### config.mk
export PLATFORM = sky130hd
export DESIGN_NAME = uabw_autobaud_wake
export DESIGN_NICKNAME = d
export VERILOG_FILES = /design/src/uabw_pkg.sv /design/src/uabw_autobaud_wake.sv
export SDC_FILE = /design/constraint.sdc
export NUM_CORES = 1
export LEC_CHECK = 0
export BUFFER_PORTS_ARGS = -buffer_cell sky130_fd_sc_hd__clkbuf_2
export CAP_MARGIN = 25
export CORE_MARGIN = 4
export CORE_UTILIZATION = 45
export CTS_BUF_LIST = sky130_fd_sc_hd__clkbuf_4 sky130_fd_sc_hd__clkbuf_8
export CTS_CLUSTER_DIAMETER = 120
export DETAILED_ROUTE_END_ITERATION = 10
export GPL_ROUTABILITY_DRIVEN = 0
export HOLD_SLACK_MARGIN = 0.05
export PLACE_DENSITY = 0.72
export SLEW_MARGIN = 20
export SYNTH_ARGS = -nofsm -noshare
export SYNTH_HDL_FRONTEND = slang
export SYNTH_SLANG_ARGS = --single-unit
### constraint.sdc
create_clock -name clk -period 3.9 [get_ports clk]
set_input_delay 0.78 -clock clk [delete_from_list [all_inputs] [get_ports clk]]
set_output_delay 0.78 -clock clk [all_outputs]
set_load 0.1 [all_outputs]
### src/uabw_pkg.sv
/*
 * Shared constants for the auto-baud measurement and wake-on-break block:
 * register byte offsets, field positions, reset values and divider counts.
 * Assumes a 32-bit AHB-Lite register bus with word-aligned registers.
 */
package uabw_pkg;
	// Register byte offsets
	localparam logic [7:0] RATE_CONTROL_OFS = 8'h00;
	localparam logic [7:0] DIV_LOW_OFS = 8'h04;
	localparam logic [7:0] DIV_HIGH_OFS = 8'h08;
	localparam logic [7:0] RX_DATA_OFS = 8'h0c;

	// Field positions in rate_control_reg
	localparam int AUTOBAUD_ENABLE_BIT = 0;
	localparam int WAKE_ENABLE_BIT = 1;
	localparam int OVERFLOW_BIT = 2;
	localparam int WIDE_DIV_BIT = 3;
	localparam int HIGH_RATE_BIT = 4;
	localparam int SYNC_MODE_BIT = 5;
	localparam int RX_IDLE_BIT = 6;
	localparam int RX_FLAG_BIT = 7;

	// Reset values
	localparam logic [15:0] DIVISOR_RESET = 16'h0000;
	localparam logic [15:0] MEASURE_START = 16'h0001;
	localparam logic [7:0] RX_DATA_RESET = 8'h00;
	localparam logic [2:0] EDGE_COUNT_RESET = 3'h0;
	localparam logic [2:0] LAST_EDGE = 3'h5;

	// Measurement clock divider top values, one less than core clock cycles per counter tick
	localparam logic [8:0] DIV_SLOW = 9'h1ff;
	localparam logic [8:0] DIV_MID = 9'h07f;
	localparam logic [8:0] DIV_FAST = 9'h01f;

	typedef enum logic [1:0] {
		UABW_IDLE = 2'b00,
		UABW_WAIT_START = 2'b01,
		UABW_WAIT_EDGE = 2'b10,
		UABW_MEASURE = 2'b11
	} uabw_state_t;
endpackage

### src/uabw_autobaud_wake.sv
/*
 * Auto-baud measurement and wake-on-break logic of an asynchronous serial
 * receiver, with its control registers on an AHB-Lite slave port.
 * Assumes one 100 MHz clock, a serial input pin from outside the clock
 * domain, and a sleep level from the power controller on the same clock.
 * The master is expected to tie hready to hreadyout and move whole words.
 */
// Chosen here: the placing of the registers and register access over AHB-Lite.
`timescale 1ns/100ps
`default_nettype none

// How it works
// - In auto-baud mode the serial line gates the counter to time a 55h character.
// - Setting autobaud_enable starts measurement; receiver held idle meanwhile.
// - Counting starts at the first rising edge after the start bit.
// - Fifth rising edge: keep count, clear autobaud_enable, set receive_flag.
// - Reading receive_data_reg clears receive_flag; data may be discarded.
// - Both divisor registers form one 16-bit counter during measurement.
// - Counter ticks at core clock /512, /128 or /32 by the two select bits.
// - Counter starts at one; software subtracts one afterwards.
// - With wake enabled too, measure the character after the break.
// - Set autobaud_overflow if the counter passes 16 bits before edge five.
// - After overflow keep counting; fifth edge completes as normal.
// - Software clears overflow directly, only once autobaud_enable is clear.
// - Wake enabled: reception disabled, falling edge is the wake event.
// - Wake event sets receive_flag; reading receive_data_reg clears it.
// - Rising edge ending the break clears wake_on_break_enable.
// - Wake detection works only in asynchronous configuration.
// - In sleep the rate generator stops and no reception takes place.
// - A nonzero character wakes at its start bit low time; rest is a fragment.
module uabw_autobaud_wake (
	input wire logic clk,
	input wire logic arst_n,
	input wire logic hsel,
	input wire logic [31:0] haddr,
	input wire logic [1:0] htrans,
	input wire logic hwrite,
	input wire logic [2:0] hsize,
	input wire logic [31:0] hwdata,
	input wire logic hready,
	output logic [31:0] hrdata,
	output logic hreadyout,
	output logic hresp,
	input wire logic serialIn,
	input wire logic sleepMode,
	output logic receiveFlag,
	output logic wakeRequest
);
	import uabw_pkg::*;

	// Reset and serial line
	logic rstSync1, rstSync2;
	logic rxMeta, rxSync, rxPrev;
	logic rxRise, rxFall;
	logic autobaudEnable, wakeEnable, autobaudOverflow;
	logic wideDivSelect, highRateSelect, syncMode;
	logic [15:0] divisor;
	logic [7:0] rxData;
	// Measurement
	logic [8:0] prescale, prescaleTop;
	logic tick;
	logic [2:0] edgeCount;
	logic wakeSeen;
	uabw_state_t state, next_state;
	logic measuring, finish, receiverIdle;
	// Register bus
	logic addrValid, wrPending;
	logic [7:0] wrAddr;
	logic rdStrobe, rxRead;
	logic [31:0] next_rdata;
	logic wrCtrl, wrLow, wrHigh;
	logic wakeEvent, breakEnd;

	// Reset release through two flops
	// Assertion stays immediate; only the release is aligned to the clock
	always_ff @(posedge clk or negedge arst_n) begin
		if (!arst_n) begin
			rstSync1 <= 1'b0;
			rstSync2 <= 1'b0;
		end else begin
			rstSync1 <= 1'b1;
			rstSync2 <= rstSync1;
		end
	end

	// Serial pin synchroniser; edges are taken only behind the second flop
	// Flops reset high, the idle level, so no false edge follows reset
	always_ff @(posedge clk or negedge rstSync2) begin
		if (!rstSync2) begin
			rxMeta <= 1'b1;
			rxSync <= 1'b1;
			rxPrev <= 1'b1;
		end else begin
			rxMeta <= serialIn;
			rxSync <= rxMeta;
			rxPrev <= rxSync;
		end
	end

	// One-cycle edge pulses, two clocks after the pin moves
	assign rxRise = rxSync & ~rxPrev;
	assign rxFall = ~rxSync & rxPrev;

	// AHB-Lite: zero wait states, read data registered at the address phase
	// Only haddr[31:8] of zero decodes, so aliases above the map read as holes
	// hresp is tied OKAY: every slot answers, holes included
	assign hreadyout = 1'b1;
	assign hresp = 1'b0;
	assign addrValid = hsel & htrans[1] & hready;
	assign rdStrobe = addrValid & ~hwrite;
	// A read of the data register is what clears receive_flag
	assign rxRead = rdStrobe & (haddr[7:0] == RX_DATA_OFS) & (haddr[31:8] == 24'h000000);

	// Word for the read in the address phase; bits above each field read zero
	always_comb begin
		next_rdata = 32'h00000000;
		if (haddr[31:8] == 24'h000000) begin
			case (haddr[7:0])
				RATE_CONTROL_OFS: begin
					next_rdata[AUTOBAUD_ENABLE_BIT] = autobaudEnable;
					next_rdata[WAKE_ENABLE_BIT] = wakeEnable;
					next_rdata[OVERFLOW_BIT] = autobaudOverflow;
					next_rdata[WIDE_DIV_BIT] = wideDivSelect;
					next_rdata[HIGH_RATE_BIT] = highRateSelect;
					next_rdata[SYNC_MODE_BIT] = syncMode;
					next_rdata[RX_IDLE_BIT] = receiverIdle;
					next_rdata[RX_FLAG_BIT] = receiveFlag;
				end
				DIV_LOW_OFS: next_rdata[7:0] = divisor[7:0];
				DIV_HIGH_OFS: next_rdata[7:0] = divisor[15:8];
				RX_DATA_OFS: next_rdata[7:0] = rxData;
				default: next_rdata = 32'h00000000;
			endcase
		end
	end

	// Held until the next read, so a late data phase still sees it
	always_ff @(posedge clk or negedge rstSync2) begin
		if (!rstSync2) begin
			hrdata <= 32'h00000000;
		end else if (rdStrobe) begin
			hrdata <= next_rdata;
		end
	end

	// Data follow one cycle after the address, so the target is kept here
	always_ff @(posedge clk or negedge rstSync2) begin
		if (!rstSync2) begin
			wrPending <= 1'b0;
			wrAddr <= 8'h00;
		end else begin
			wrPending <= addrValid & hwrite & (haddr[31:8] == 24'h000000);
			wrAddr <= haddr[7:0];
		end
	end

	// Write strobes stand in the data phase, when hwdata is valid
	assign wrCtrl = wrPending & (wrAddr == RATE_CONTROL_OFS);
	assign wrLow = wrPending & (wrAddr == DIV_LOW_OFS);
	assign wrHigh = wrPending & (wrAddr == DIV_HIGH_OFS);

	// Configuration bits written by software
	// They set the measurement rate and whether the link is synchronous
	always_ff @(posedge clk or negedge rstSync2) begin
		if (!rstSync2) begin
			wideDivSelect <= 1'b0;
			highRateSelect <= 1'b0;
			syncMode <= 1'b0;
		end else if (wrCtrl) begin
			wideDivSelect <= hwdata[WIDE_DIV_BIT];
			highRateSelect <= hwdata[HIGH_RATE_BIT];
			syncMode <= hwdata[SYNC_MODE_BIT];
		end
	end

	// Measurement clock: one eighth of the normal base clock
	// Stored as top values, one less than the divide ratio
	always_comb begin
		case ({wideDivSelect, highRateSelect})
			2'b00: prescaleTop = DIV_SLOW;
			2'b11: prescaleTop = DIV_FAST;
			default: prescaleTop = DIV_MID;
		endcase
	end

	// Prescaler is held at zero in sleep, as the block's clocks would be stopped
	// Restart at zero on entry so the first tick falls one period after edge one
	always_ff @(posedge clk or negedge rstSync2) begin
		if (!rstSync2) begin
			prescale <= 9'h000;
		end else if (sleepMode || state != UABW_MEASURE) begin
			prescale <= 9'h000;
		end else if (prescale >= prescaleTop) begin
			prescale <= 9'h000;
		end else begin
			prescale <= prescale + 9'h001;
		end
	end

	// One-cycle pulse at the top of each prescaler period
	assign tick = (state == UABW_MEASURE) && !sleepMode && (prescale >= prescaleTop);

	// Measurement sequencer. Waits while wake is armed so the break is skipped.
	// Clearing autobaud_enable at any step drops back to idle, the abort path
	// A line already low at enable is ignored until it rises and falls again
	always_comb begin
		next_state = state;
		case (state)
			UABW_IDLE: begin
				if (autobaudEnable && !wakeEnable && !syncMode) begin
					next_state = UABW_WAIT_START;
				end
			end
			UABW_WAIT_START: begin
				if (!autobaudEnable) begin
					next_state = UABW_IDLE;
				end else if (rxFall) begin
					next_state = UABW_WAIT_EDGE;
				end
			end
			UABW_WAIT_EDGE: begin
				if (!autobaudEnable) begin
					next_state = UABW_IDLE;
				end else if (rxRise) begin
					next_state = UABW_MEASURE;
				end
			end
			UABW_MEASURE: begin
				if (!autobaudEnable || finish) begin
					next_state = UABW_IDLE;
				end
			end
			default: next_state = UABW_IDLE;
		endcase
	end

	// State only; the outputs decode it
	always_ff @(posedge clk or negedge rstSync2) begin
		if (!rstSync2) begin
			state <= UABW_IDLE;
		end else begin
			state <= next_state;
		end
	end

	assign measuring = (state == UABW_MEASURE);
	// Edge five closes the eighth bit period of the sync character
	assign finish = measuring && rxRise && (edgeCount == LAST_EDGE - 3'h1);
	// Flag reads high in idle and whenever wake is armed, so it reads low during a run only while wake is not armed
	assign receiverIdle = (state == UABW_IDLE) || wakeEnable;

	// Rising edges counted from the first one after the start bit
	// Cleared in idle so each run counts afresh
	always_ff @(posedge clk or negedge rstSync2) begin
		if (!rstSync2) begin
			edgeCount <= EDGE_COUNT_RESET;
		end else if (state == UABW_WAIT_EDGE && rxRise) begin
			edgeCount <= 3'h1;
		end else if (measuring && rxRise) begin
			edgeCount <= edgeCount + 3'h1;
		end else if (state == UABW_IDLE) begin
			edgeCount <= EDGE_COUNT_RESET;
		end
	end

	// Divisor pair: software value, or one 16-bit counter while measuring
	// Software writes land only in idle, so a run's count stays whole
	// The count wraps past ffff; the overflow flag keeps the record
	always_ff @(posedge clk or negedge rstSync2) begin
		if (!rstSync2) begin
			divisor <= DIVISOR_RESET;
		end else if (state == UABW_WAIT_EDGE && rxRise) begin
			divisor <= MEASURE_START;
		end else if (measuring) begin
			if (tick && !finish) begin
				divisor <= divisor + 16'h0001;
			end
		end else if (state == UABW_IDLE) begin
			if (wrLow) begin
				divisor[7:0] <= hwdata[7:0];
			end
			if (wrHigh) begin
				divisor[15:8] <= hwdata[7:0];
			end
		end
	end

	// Enables: hardware clears take priority over a software write
	// Limitation: no asynchronous path, so the clock must run during sleep
	// Wake fires once per arming; wakeSeen masks later falls
	assign wakeEvent = wakeEnable && !syncMode && !wakeSeen && rxFall;
	assign breakEnd = wakeEnable && wakeSeen && rxRise;

	// Completion beats a software write in the same cycle
	always_ff @(posedge clk or negedge rstSync2) begin
		if (!rstSync2) begin
			autobaudEnable <= 1'b0;
		end else if (finish) begin
			autobaudEnable <= 1'b0;
		end else if (wrCtrl) begin
			autobaudEnable <= hwdata[AUTOBAUD_ENABLE_BIT];
		end
	end

	// Cleared by the rising edge that ends the break
	always_ff @(posedge clk or negedge rstSync2) begin
		if (!rstSync2) begin
			wakeEnable <= 1'b0;
		end else if (breakEnd) begin
			wakeEnable <= 1'b0;
		end else if (wrCtrl) begin
			wakeEnable <= hwdata[WAKE_ENABLE_BIT];
		end
	end

	// Remembers that the falling wake edge came, so only the ending rise clears
	always_ff @(posedge clk or negedge rstSync2) begin
		if (!rstSync2) begin
			wakeSeen <= 1'b0;
		end else if (!wakeEnable) begin
			wakeSeen <= 1'b0;
		end else if (wakeEvent) begin
			wakeSeen <= 1'b1;
		end
	end

	// Overflow: set wins; a software clear only lands once the enable is clear
	// Starting at one, overflow takes 65535 ticks, so it shows only on very slow lines
	always_ff @(posedge clk or negedge rstSync2) begin
		if (!rstSync2) begin
			autobaudOverflow <= 1'b0;
		end else if (measuring && tick && !finish && divisor == 16'hffff) begin
			autobaudOverflow <= 1'b1;
		end else if (wrCtrl && !autobaudEnable) begin
			autobaudOverflow <= hwdata[OVERFLOW_BIT];
		end
	end

	// Receive flag: set by completion or wake; set wins over the read clear
	// Set winning keeps an event that meets a read in the same cycle
	always_ff @(posedge clk or negedge rstSync2) begin
		if (!rstSync2) begin
			receiveFlag <= 1'b0;
		end else if (finish || wakeEvent) begin
			receiveFlag <= 1'b1;
		end else if (rxRead) begin
			receiveFlag <= 1'b0;
		end
	end

	// No data path here: the data register holds zero for discarding reads
	// Normal reception is outside this block
	// Kept as a flop so a read of it always has a defined value
	always_ff @(posedge clk or negedge rstSync2) begin
		if (!rstSync2) begin
			rxData <= RX_DATA_RESET;
		end else begin
			rxData <= RX_DATA_RESET;
		end
	end

	// Wake request to the power controller follows the flag while asleep
	// Registered so the power controller sees no glitch from the edge logic
	always_ff @(posedge clk or negedge rstSync2) begin
		if (!rstSync2) begin
			wakeRequest <= 1'b0;
		end else begin
			wakeRequest <= sleepMode & (receiveFlag | wakeEvent);
		end
	end
endmodule
`default_nettype wire

==> impl_metrics.yaml <==
power:
  powerDensity_nw_per_um2: 363
  vdd_drop_max_mv: 0.215
  p_leak_uw: 0.00176
cells_and_area:
  drive_above_1_share_pct: 23.3
  syn_to_final_growth_pct: 13.3
  fillers: 668
  num-nets-final: 489
  antenna_cells: 0
  fin_util_pct: 52.8
detailed_routing:
  wl_met3_um: 632
  drt_iter0_drc: 219
  routed_wl_um: 8190
  top_layer: "met4"
  via_count: 2835
  avgRoutedWirePerCell_um: 16.0
  post_drt_via_cell_ratio: 5.55
  met1Wirelength_um: 3330
  drc: 0
  wl_met2_um: 4030
  drt_first_pass_iters: 4
  ant_nets: 0
sta:
  setup_viol: 0
  worst_slew_pin_slew_ps: 982
  tns_ps: 0
  hold_ws_ps: 213
  timing.final.crit_share_pct: 72.5
  worst_slack_ps: 1070
  fmax_ghz: 0.353
  slew_headroom_pct: 34.0
  rsz0062_at_grt: "false"
  maxSlewViolCount: 0
  final_hold_viol_count: 0
  period_needed_ps: 2830
  final.setup_skew_ps: 7.07
global_routing:
  grt_usage_pct: 19.2
  overflow: 0
  grt_antenna_before_repair: 0
  first_global_vias: 2689
  grt_pass1_wl_um: 13200
  grt_max_degree: 39
synthesis:
  synth_cells: 349
  synth_flop_cell: "dfrtp_1"
  synthTopCellsByArea: "dfrtp_1, buf_4, a21oi_1"
  synthArstFlopShare_pct: 100
  synth_edf_count: 0
  synth_common_cells: "dfrtp_1, a21oi_1, nand2_1, nor2_1, buf_4"
  seq_area_frac_synth_pct: 44.8
  avgSynthCellArea_um2: 9.78
  synth_most_common_cell: "dfrtp_1"
  synth.top_cell.area_share_pct: 42.5
  ys_ff_latch: 61
  yosysUniqueCellTypes: 55
  synth_area_leader_cell: "dfrtp_1"
  yosys_warnings: 0
  synthesis.area_um2: 3410
floorplan:
  dieArea_um2: 9040
  die-width_um: 95.1
  die_h_um: 95.1
  initial_core_util_pct: 46.6
  fp-row-count: 31
  core_area_um2: 7330
  io_pins: 112
setup_path:
  worstSetupEndpointType: "flop"
  critPathKind: "reg2reg"
  worstSetupStartpoint: "highRateSelect$_DFFE_PN0P_"
  reg2reg_setup_slack_ps: 1070
  r2r_start: "highRateSelect$_DFFE_PN0P_"
  cp_max_fo: 11
  cp_data_required_time_ps: 4120
  cp-start-kind: "flop"
  worst_r2r_path_depth: 7
  r2r_end: "divisor[12]$_DFFE_PN0P_"
  critPathArrivalTime_ps: 3050
placed_design:
  dpl.hpwl_um: 6180
  dp_worst_setup_slack_ps: 1130
  port_buffers: 57
cts:
  cts_root_buf: "clkbuf_8"
  htree_levels: 3
  tritoncts: "done"
  cts_made_buffers: 9
  insertion_delay_ps: 350
  cts_resized: 0
  clockBufferDepth: 2
  cts_setup_buffers: 0
  cts_sinks: 61
  clk_pin_slew_ps: 60
  ctsHoldBuffers: 0
run:
  maxCapViolCount: 0
min_path:
  hold_path_class: "in2async"
outcome:
  outcome: "completed"
## layout by cell type (no fill, tap or decap), types with 3 or more instances in the layout
cell type,n
xor2_1,3
nand3_1,10
clkbuf_8,11
dfrtp_1,57
nor2b_1,3
inv_1,10
o21ai_0,13
mux2i_1,10
or4_1,3
a22oi_1,3
nand4_1,4
clkbuf_4,3
a22o_1,9
clkbuf_2,57
xnor2_1,4
nand2b_1,3
a21oi_1,29
nor4_1,9
o22a_1,4
a31oi_1,8
nor2_1,29
o22ai_1,6
buf_4,3
nor3_1,11
conb_1,27
ha_1,6
a32oi_1,4
nand2_1,29
mux2_2,4
dfstp_2,3
o22a_2,3
## how the worst max path moves through the flow
stage,endpoint,slack [ps],cells past startpoint
3_3_place_gp,hrdata[5]$_DFFE_PN0P_,1180,6
3_5_place_dp,divisor[12]$_DFFE_PN0P_,1130,7
5_1_grt,divisor[12]$_DFFE_PN0P_,1000,7
6_report,divisor[12]$_DFFE_PN0P_,1070,7
4_1_cts,divisor[12]$_DFFE_PN0P_,1120,7
2_1_floorplan,divisor[12]$_DFFE_PN0P_,1390,8
## critical path, cell delays in order (launching register included)
cell and delay, ps:
dfrtp_1 400, or2_2 320, ha_1 300, nand2_1 70, a2111oi_1 590, o211ai_2 360
and2_4 290, o32a_1 370
## metrics by stage
step | power, uW | cells | instance area, um2
after floorplan | 814 | 374 | 3510
final | 1400 | 511 | 3870
after detailed placement | 831 | 495 | 3660
after CTS | 1410 | 511 | 3870
after global placement | 829 | 495 | 3660
after global routing | 1450 | 511 | 3870
## sequential cells by signal, summed over array words and instances, names as in the netlist
| signal | flops |
|---|---|
| autobaudEnable | 1 |
| autobaudOverflow | 1 |
| divisor | 16 |
| edgeCount | 3 |
| highRateSelect | 1 |
| hrdata | 8 |
| prescale | 9 |
| receiveFlag | 1 |
| rstSync1 | 1 |
| rstSync2 | 1 |
| rxMeta | 1 |
| rxPrev | 1 |
| rxSync | 1 |
| state | 2 |
| syncMode | 1 |
| wakeEnable | 1 |
| wakeRequest | 1 |
| wakeSeen | 1 |
| wideDivSelect | 1 |
| wrAddr | 8 |
| wrPending | 1 |
## cell families (layout without fill, tap and decap cells)
logic type,after synthesis,in the layout,share of synthesized area (%)
and+or+nand+nor,113,113,16.8
AOI/OAI and AO/OA,98,98,20.6
DFF,61,61,44.8
buffers and inverters,48,86,9.31
muxes,14,14,4.25
xor gates and xnor gates,7,7,1.80
adders and majority gates,6,6,2.20
other,2,27,0.220
## report_power, final
group | total (uW) | switching, uW | internal, uW
Sequential | 651 | 10.0 | 641
Clock | 584 | 233 | 351
Combinational | 168 | 142 | 26.3
Total | 1400 | 385 | 1020
## per-layer routing
layer / vias up / global-route usage, %
met5: - / 0
met4: 0 / 6.85
met3: 18 / 6.31
met2: 122 / 30.9
met1: 1342 / 24.2
li1: 1353 / -
## final cells by class
type | instances | area (um2) | share of cell area [%]
inverter | 10 | 37.5 | 0.970
timing repair buffer | 60 | 308 | 7.96
clock inverter | 2 | 35.0 | 0.906
clock buffer | 14 | 174 | 4.50
multi-input combinational | 265 | 1660 | 42.9
sequential | 61 | 1530 | 39.6
tap | 99 | 124 | 3.20
(Power assumes the default switching activity.)
